[src/core/sbg_pkg.sv]
// constants and state codes shared by the sonar burst and gain sequencer
// assumes one system clock; every count below is in system-clock periods
package sbg_pkg;

   // ----------------------------------------------------------------
   // burst, gain and repetition counts
   // ----------------------------------------------------------------
   localparam int unsigned BURST_MAX_CYCLES = 396; // longest burst gate
   localparam int unsigned GAIN_STEP_CYCLES = 220; // length of one gain step
   localparam int unsigned GAIN_STEPS = 32; // number of gain steps
   localparam int unsigned REPEAT_GAP_CYCLES = 9900; // extra dead time

   // ----------------------------------------------------------------
   // counter widths and reset values
   // ----------------------------------------------------------------
   localparam int unsigned BURST_W = 9; // holds up to 396
   localparam int unsigned GUARD_W = 14; // holds up to 9900
   localparam int unsigned TIMER_W = 8; // holds up to 219
   localparam int unsigned STEP_W = 5; // holds steps 0..31
   localparam logic [4:0] GAIN_STEP_RESET = 5'h00; // minimum gain

   // ----------------------------------------------------------------
   // sequencer states, one-hot
   // ----------------------------------------------------------------
   typedef enum logic [3:0] {
      SBG_IDLE = 4'h1, // no burst yet since reset
      SBG_BURST = 4'h2, // oscillator gated on
      SBG_HOLD = 4'h4, // burst capped, host still low
      SBG_LISTEN = 4'h8 // gain stepping, echo reported
   } sbg_state_t;

endpackage

[src/core/sbg_gain_if.sv]
// carrier between the sequencer and its gain stepper
// assumes both ends share the system clock
`timescale 1ns/1ps
interface sbg_gain_if;
   logic restart; // one-cycle pulse: back to minimum gain
   logic start; // one-cycle pulse: trigger pulse has ended
   logic [4:0] step; // current gain step, registered
   logic at_max; // final step reached, registered

   modport ctrl (output restart, output start, input step, input at_max);
   modport stepper (input restart, input start, output step, output at_max);
endinterface

[src/core/sbg_gain_stepper.sv]
// time-controlled gain step counter
// assumes restart and start are one-cycle pulses in the clock domain
`timescale 1ns/1ps
module sbg_gain_stepper #(
   parameter int unsigned STEP_CYCLES = sbg_pkg::GAIN_STEP_CYCLES,
   parameter int unsigned STEPS = sbg_pkg::GAIN_STEPS
) (
   input wire logic clock,
   input wire logic rst_n,
   sbg_gain_if.stepper gif
);

   // ----------------------------------------------------------------
   // state
   // ----------------------------------------------------------------
   typedef struct packed {
      logic running; // counting towards the next step
      logic [sbg_pkg::TIMER_W-1:0] timer; // cycles into the current step
      logic [sbg_pkg::STEP_W-1:0] step; // gain step
      logic at_max; // final step flag, kept in a flop for the pin
   } sbg_step_st_t;

   localparam logic [sbg_pkg::TIMER_W-1:0] LAST_TICK =
      sbg_pkg::TIMER_W'(STEP_CYCLES - 1);
   localparam logic [sbg_pkg::STEP_W-1:0] LAST_STEP =
      sbg_pkg::STEP_W'(STEPS - 1);

   sbg_step_st_t st; // registered state
   sbg_step_st_t next_st; // next state

   // ----------------------------------------------------------------
   // next state
   // ----------------------------------------------------------------
   // restart outranks start, so a new trigger always wins
   always_comb begin
      next_st = st;
      if (gif.restart) begin
         next_st.running = 1'b0;
         next_st.timer = '0;
         next_st.step = sbg_pkg::GAIN_STEP_RESET;
      end else if (gif.start) begin
         next_st.running = 1'b1;
         next_st.timer = '0;
      end else if (st.running) begin
         if (st.step == LAST_STEP) begin
            // top gain is held until the next restart
            next_st.running = 1'b0;
         end else if (st.timer == LAST_TICK) begin
            next_st.timer = '0;
            next_st.step = st.step + 1'b1;
         end else begin
            next_st.timer = st.timer + 1'b1;
         end
      end
      // flag follows the next step so it never lags the step pins
      next_st.at_max = (next_st.step == LAST_STEP);
   end

   // ----------------------------------------------------------------
   // registers
   // ----------------------------------------------------------------
   always_ff @(posedge clock or negedge rst_n) begin
      if (!rst_n) begin
         st <= '0;
      end else begin
         st <= next_st;
      end
   end

   assign gif.step = st.step;
   assign gif.at_max = st.at_max;

   // ----------------------------------------------------------------
   // checks
   // ----------------------------------------------------------------
   step_period_a: assert property (
      @(posedge clock) disable iff (!rst_n)
      (st.step != $past(st.step) && st.step != '0)
         |-> ($past(st.timer) == LAST_TICK && $past(st.running)))
      else $error("gain step advanced off its period");

endmodule

[src/core/sbg_sequencer.sv]
// burst gate, trigger guard, gain timing and echo report of a sonar front end
// assumes line_in is the sampled level of the shared open-collector line,
// echo_above the synchronous comparator result, and the clock is the
// system clock that all counts are measured in
`timescale 1ns/1ps
module sbg_sequencer #(
   parameter int unsigned REPEAT_GAP = sbg_pkg::REPEAT_GAP_CYCLES
) (
   input wire logic clock,
   input wire logic rst_n,
   input wire logic line_in,
   output logic line_out,
   output logic line_oe_n,
   input wire logic echo_above,
   output logic burst_enable,
   output logic [4:0] time_gain_stage_out,
   output logic gain_at_max
);

   // ----------------------------------------------------------------
   // state
   // ----------------------------------------------------------------
   typedef struct packed {
      sbg_pkg::sbg_state_t mode; // sequence state
      logic line_prev; // line level one cycle ago
      logic drive; // pulling the line low
      logic drive_prev; // pulled low one cycle ago
      logic burst; // oscillator gate
      logic [sbg_pkg::BURST_W-1:0] width; // burst cycles so far
      logic [sbg_pkg::GUARD_W-1:0] guard; // dead time left
      logic oe_n; // line drive enable, active low
   } sbg_seq_st_t;

   localparam logic [sbg_pkg::BURST_W-1:0] BURST_LAST =
      sbg_pkg::BURST_W'(sbg_pkg::BURST_MAX_CYCLES);
   localparam logic [sbg_pkg::GUARD_W-1:0] GUARD_LOAD =
      sbg_pkg::GUARD_W'(REPEAT_GAP);
   localparam sbg_seq_st_t SEQ_RESET = '{
      mode: sbg_pkg::SBG_IDLE, line_prev: 1'b1, drive: 1'b0,
      drive_prev: 1'b0, burst: 1'b0, width: '0, guard: '0, oe_n: 1'b1};

   sbg_seq_st_t st; // registered state
   sbg_seq_st_t next_st; // next state
   logic host_fall; // host has just pulled the line low
   logic accept; // trigger taken
   logic pulse_end; // trigger pulse released
   logic burst_stop; // burst gate closes this cycle

   sbg_gain_if gif (); // link to the gain stepper

   // ----------------------------------------------------------------
   // gain stepper
   // ----------------------------------------------------------------
   sbg_gain_stepper u_stepper (
      .clock(clock),
      .rst_n(rst_n),
      .gif(gif.stepper)
   );

   // ----------------------------------------------------------------
   // trigger recognition
   // ----------------------------------------------------------------
   // a low caused by our own echo drive is masked for one cycle after
   // release; a host pull during our drive cannot be seen at all
   always_comb begin
      host_fall = st.line_prev && !line_in && !st.drive && !st.drive_prev;
      accept = host_fall && (st.guard == '0);
      pulse_end = line_in && (st.mode == sbg_pkg::SBG_BURST ||
                              st.mode == sbg_pkg::SBG_HOLD);
      burst_stop = (st.mode == sbg_pkg::SBG_BURST) &&
                   (line_in || st.width == BURST_LAST);
   end

   assign gif.restart = accept;
   assign gif.start = pulse_end;

   // ----------------------------------------------------------------
   // next state
   // ----------------------------------------------------------------
   always_comb begin
      next_st = st;
      next_st.line_prev = line_in;
      next_st.drive_prev = st.drive;
      // dead time runs down once per cycle
      if (st.guard != '0) begin
         next_st.guard = st.guard - 1'b1;
      end
      unique case (st.mode)
         sbg_pkg::SBG_IDLE, sbg_pkg::SBG_LISTEN: begin
            if (accept) begin
               // burst length follows the host's low width
               next_st.mode = sbg_pkg::SBG_BURST;
               next_st.burst = 1'b1;
               next_st.width = sbg_pkg::BURST_W'(1);
               next_st.drive = 1'b0;
            end else begin
               // echo only reported once a burst has gone out
               next_st.drive = (st.mode == sbg_pkg::SBG_LISTEN) &&
                               echo_above;
            end
         end
         sbg_pkg::SBG_BURST: begin
            if (line_in) begin
               next_st.mode = sbg_pkg::SBG_LISTEN;
               next_st.burst = 1'b0;
            end else if (st.width == BURST_LAST) begin
               // excess low time gives no more cycles
               next_st.mode = sbg_pkg::SBG_HOLD;
               next_st.burst = 1'b0;
            end else begin
               next_st.width = st.width + 1'b1;
            end
            // width counted is the gated one, so the gap is width + gap
            if (burst_stop) begin
               next_st.guard = GUARD_LOAD;
            end
         end
         sbg_pkg::SBG_HOLD: begin
            if (line_in) begin
               next_st.mode = sbg_pkg::SBG_LISTEN;
            end
         end
         default: begin
            next_st = SEQ_RESET;
         end
      endcase
      // enable kept in its own flop so the pin has no inverter glitch
      next_st.oe_n = !next_st.drive;
   end

   // ----------------------------------------------------------------
   // registers
   // ----------------------------------------------------------------
   always_ff @(posedge clock or negedge rst_n) begin
      if (!rst_n) begin
         st <= SEQ_RESET;
      end else begin
         st <= next_st;
      end
   end

   // ----------------------------------------------------------------
   // outputs
   // ----------------------------------------------------------------
   // the line is only ever pulled low; the pull-up gives the high level
   assign line_out = 1'b0;
   assign line_oe_n = st.oe_n;
   assign burst_enable = st.burst;
   assign time_gain_stage_out = gif.step;
   assign gain_at_max = gif.at_max;

   // ----------------------------------------------------------------
   // checks
   // ----------------------------------------------------------------
   logic [sbg_pkg::BURST_W:0] gate_run; // helper: burst length so far

   always_ff @(posedge clock or negedge rst_n) begin
      if (!rst_n) begin
         gate_run <= '0;
      end else if (burst_enable) begin
         gate_run <= gate_run + 1'b1;
      end else begin
         gate_run <= '0;
      end
   end

   burst_gate_a: assert property (
      @(posedge clock) disable iff (!rst_n)
      $rose(burst_enable) |-> !$past(line_in) && $past(line_in, 2))
      else $error("burst opened without a host low");

   burst_end_a: assert property (
      @(posedge clock) disable iff (!rst_n)
      burst_enable && line_in |=> !burst_enable)
      else $error("burst kept running after line release");

   burst_cap_a: assert property (
      @(posedge clock) disable iff (!rst_n)
      gate_run <= (sbg_pkg::BURST_W + 1)'(sbg_pkg::BURST_MAX_CYCLES))
      else $error("burst longer than its cap");

   guard_block_a: assert property (
      @(posedge clock) disable iff (!rst_n)
      (st.guard != '0 && !burst_enable) |=> !$rose(burst_enable))
      else $error("trigger taken inside dead time");

   guard_load_a: assert property (
      @(posedge clock) disable iff (!rst_n)
      $fell(burst_enable) |-> st.guard == GUARD_LOAD)
      else $error("dead time not loaded at burst end");

   gain_reset_a: assert property (
      @(posedge clock) disable iff (!rst_n)
      $rose(burst_enable) |-> time_gain_stage_out == 5'h00)
      else $error("gain not back at first step on trigger");

   gain_still_a: assert property (
      @(posedge clock) disable iff (!rst_n)
      burst_enable |=> time_gain_stage_out == 5'h00)
      else $error("gain moved during the burst");

   gain_hold_a: assert property (
      @(posedge clock) disable iff (!rst_n)
      gain_at_max && !accept |=> gain_at_max)
      else $error("top gain left without a trigger");

   echo_drive_a: assert property (
      @(posedge clock) disable iff (!rst_n)
      !line_oe_n |-> $past(echo_above) && !burst_enable)
      else $error("line pulled low without an echo");

   line_release_a: assert property (
      @(posedge clock) disable iff (!rst_n)
      line_out == 1'b0 && (!burst_enable || line_oe_n))
      else $error("line driven high or during burst");

endmodule

[config.mk]
export PLATFORM = sky130hd
export DESIGN_NAME = sbg_sequencer
export DESIGN_NICKNAME = d
export VERILOG_FILES = /design/src/core/sbg_pkg.sv /design/src/core/sbg_gain_if.sv /design/src/core/sbg_gain_stepper.sv /design/src/core/sbg_sequencer.sv
export SDC_FILE = /design/constraint.sdc
export NUM_CORES = 1
export LEC_CHECK = 0
export ABC_AREA = 0
export BUFFER_PORTS_ARGS = -buffer_cell sky130_fd_sc_hd__buf_2
export CORE_MARGIN = 5
export CORE_UTILIZATION = 25
export CTS_CLUSTER_DIAMETER = 120
export DETAILED_ROUTE_END_ITERATION = 12
export SYNTH_ARGS = -nofsm -noshare
export SYNTH_HDL_FRONTEND = slang
export SYNTH_SLANG_ARGS = --single-unit
[constraint.sdc]
create_clock -name clock -period 5.1 [get_ports clock]
set_input_delay 0.51 -clock clock [delete_from_list [all_inputs] [get_ports clock]]
set_output_delay 0.51 -clock clock [all_outputs]
set_load 0.1 [all_outputs]
==> flow_summary.json <==
{
  "synth-seq-area-share_pct": 44.5,
  "status": "finished, final reports clean",
  "fin_area_um2": 2900,
  "final_antenna_net_count": 0,
  "crit_chain": "inv_1, ha_1, nor3b_2, nand4_1, nor2_1, o21ai_0, a211oi_2, nor2_1",
  "fin_tns_setup_ns": 0,
  "num_vias": 2010,
  "post_drt_wl_per_cell_um": 12.3,
  "yosys_register_bits": 47,
  "syn-cell-area_um2": 2650,
  "ctsRootBufferMaster": "clkbuf_8",
  "synth-simple-area-share_pct": 26.0,
  "final-setup-viol-count": 0,
  "path_class": "reg -> reg",
  "synth_cells": 282,
  "htreeDepth": 2,
  "synth_ff_type": "dfrtp_1",
  "port_buffers": 11,
  "crit_arrival_ns": 3.18,
  "die_w_um": 113,
  "grt_pass1_wl_um": 9170,
  "cts_tree": "built",
  "gp_congestion": 0.808,
  "overflow": 0,
  "cp_top_family": "simple AND/OR/NAND/NOR gates",
  "leakagePower_nw": 1.24,
  "syn-num-nets": 292,
  "dieHeight_um": 113,
  "synth_xor_area_share_pct": 6.94,
  "n_antenna_cell": 0,
  "multi_input_area_um2": 1340,
  "hold_viol": 0,
  "initial_core_util_pct": 25.7,
  "min_period_over_period_pct": 59.0,
  "dp.final_hpwl_um": 3710,
  "fin_ws_ns": 2.09,
  "ir_drop_mv": 0.147,
  "cts_setup_buffers": 0,
  "start_kind": "flip-flop",
  "drt_iter0_drc": 146,
  "slowest_stage": "nor2_1",
  "critPathMaxStageDelay_ns": 0.76,
  "ys_warn_count": 0,
  "place_ws_ns": 2.13,
  "ys_types": 53,
  "coreArea_um2": 10300,
  "maxSlewViolCount": 0,
  "grtUsageTotal_pct": 8.60,
  "die_area_um2": 12800,
  "dr.pass1.iters": 4,
  "ff2ff_path_depth": 8,
  "cts_resized": 0,
  "relSlewSlack_pct": 42.1,
  "syn_avg_cell_area_um2": 9.39,
  "num_rows": 37,
  "clk_pin_slew_worst_paths_ns": 0.09,
  "regArea_um2": 1180,
  "drc_errors": 0,
  "place_area_um2": 2790,
  "rsz0062_at_grt": "no",
  "crit_buf_inv": 1,
  "cts_buffer_depth": 2,
  "required_ns": 5.27,
  "synthArstFlopShare_pct": 100,
  "cp-end-kind": "flip-flop",
  "synth_enable_flop_cells": 0,
  "hold_path.class": "in -> async",
  "cts_num_sinks": 47,
  "grt_max_degree": 48,
  "synth_top_family_by_area": "simple AND/OR/NAND/NOR gates",
  "hold_slack_ns": 0.299,
  "synthMuxAreaShare_pct": 0.378,
  "syn_to_final_growth_pct": 9.59,
  "power_mw": 1.08,
  "wl_um": 5210,
  "crit_fanout": 13,
  "numCtsBuffers": 5,
  "antenna_found_initial": 0,
  "grt_pass1_vias": 1962,
  "crit_top_cell": "nor2_1",
  "synth_adder_area_share_pct": 2.83,
  "avgViaCountPerCell": 4.75,
  "worstSetupPathDepth": 8,
  "worst_skew_pair.late_latency_ns": 0.30,
  "clock_skew_ns": 0.00621,
  "pin_count": 13,
  "nFillCells": 1080,
  "power_density_nw_per_um2": 373,
  "ctsHoldBuffers": 0,
  "min_period_ns": 3.01,
  "synth_compound_area_share_pct": 14.4,
  "fmax_mhz": 332,
  "nets": 296,
  "drive_gt1_share_pct": 12.5,
  "maxCapViolCount": 0,
  "tightest_slew_ns": 0.866
}
placed cells by master (no fill, tap or decap), types with 2 or more instances in the layout:
| cell | count |
|---|---|
| a31oi_1 | 5 |
| buf_2 | 11 |
| xor2_1 | 9 |
| nor4b_1 | 2 |
| o21ai_2 | 2 |
| o31ai_2 | 3 |
| nor2_1 | 32 |
| nor3_1 | 5 |
| nand4_1 | 2 |
| or3_1 | 2 |
| nand3_1 | 13 |
| xnor2_1 | 12 |
| and3_1 | 8 |
| dfstp_2 | 3 |
| clkbuf_8 | 6 |
| inv_1 | 8 |
| dfrtp_1 | 44 |
| nor2b_1 | 4 |
| o211ai_1 | 2 |
| a21oi_1 | 14 |
| or4_1 | 5 |
| o21ai_0 | 18 |
| and2_1 | 2 |
| o21ai_1 | 3 |
| nand2b_1 | 10 |
| nand2_1 | 22 |
| o41ai_1 | 2 |
| nor4_1 | 7 |
| ha_1 | 6 |
state kept, by name, indices dropped and copies added (netlist names):
register,count
st,30
u_stepper.st,9
u_stepper.gif.step,5
burst_enable,1
line_oe_n,1
u_stepper.gif.at_max,1
cell type report:
| type | count | area share (%) |
|---|---|---|
| Inverter | 8 | 1.03 |
| Sequential cell | 47 | 40.6 |
| Multi-Input combinational cell | 212 | 46.3 |
| Tap cell | 136 | 5.86 |
| Clock buffer | 6 | 2.84 |
| Timing Repair Buffer | 12 | 2.16 |
| Clock inverter | 2 | 1.21 |
logic make-up (layout without fill, tap and decap cells):
kind of cell,after synthesis,in the layout
xor gates and xnor gates,21,21
muxes,1,1
adders and majority gates,6,6
other,1,1
DFF,47,47
AOI/OAI and AO/OA,58,58
buffers and inverters,23,28
and+or+nand+nor,125,125
cells in the mapped netlist (2+ instances only):
cell type  count  area share [%]
o21ai_1        3            0.57
o21ai_2        2            0.66
o211ai_1       2            0.57
buf_4          6             1.7
nand4_1        2            0.47
a31oi_1        5             1.2
o41ai_1        2            0.66
clkbuf_1       5            0.71
nand3_1       13             2.5
dfrtp_1       44              42
buf_2          2            0.38
xnor2_1       12             4.0
o21ai_0       18             3.4
nor4_1         7             1.7
nor4b_1        2            0.66
and3_1         8             1.9
and2_1         2            0.47
nor3_1         5            0.94
or4_1          5             1.4
ha_1           6             2.8
or3_1          2            0.47
dfstp_2        3             3.0
nand2_1       22             3.1
buf_6          2            0.85
nor2b_1        4            0.94
nand2b_1      10             2.4
xor2_1         9             3.0
nor2_1        32             4.5
a21oi_1       14             2.6
o31ai_2        3             1.4
inv_1          8             1.1
power breakdown:
part / leakage [nW] / internal [mW] / switching [mW]
sequential: 0.616 / 0.446 / 0.0863
clock: 0.0612 / 0.159 / 0.125
combinational: 0.567 / 0.115 / 0.153
per-stage QoR:
stage / util, % / std cells
2_1_floorplan: - / 282
3_5_place_dp: 27.0 / 415
3_3_place_gp: 27.0 / 415
5_1_grt: 28.1 / 423
4_1_cts: 28.1 / 423
6_report: 28.1 / 423
path summary, 6_finish.rpt:
| check | end | slack [ns] | from |
|---|---|---|---|
| min in group clock | line_oe_n$_DFF_PN1_ | 0.39 | echo_above |
| setup reg to reg | st[22]$_DFFE_PN0P_ | 2.09 | st[1]$_DFF_PN0_ |
| max in group asynchronous | st[6]$_DFF_PN0_ | 4.40 | rst_n |
| hold reg to reg | u_stepper.st[13]$_DFFE_PN0P_ | 0.49 | u_stepper.st[13]$_DFFE_PN0P_ |
| hold / removal | u_stepper.gif.step[2]$_DFF_PN0_ | 0.30 | rst_n |
| setup / recovery | st[22]$_DFFE_PN0P_ | 2.09 | st[1]$_DFF_PN0_ |
per-layer routing:
metal	vias to the layer above	track usage, %	part of all wire [%]	wire length [um]
li1	1004	-	-	-
met1	966	11.6	48	2510
met2	36	13.5	46	2420
met3	4	1.93	4.3	226
met4	0	3.13	1.2	61
met5	-	0	0	0
No activity file was read; power rests on OpenSTA's default activity.
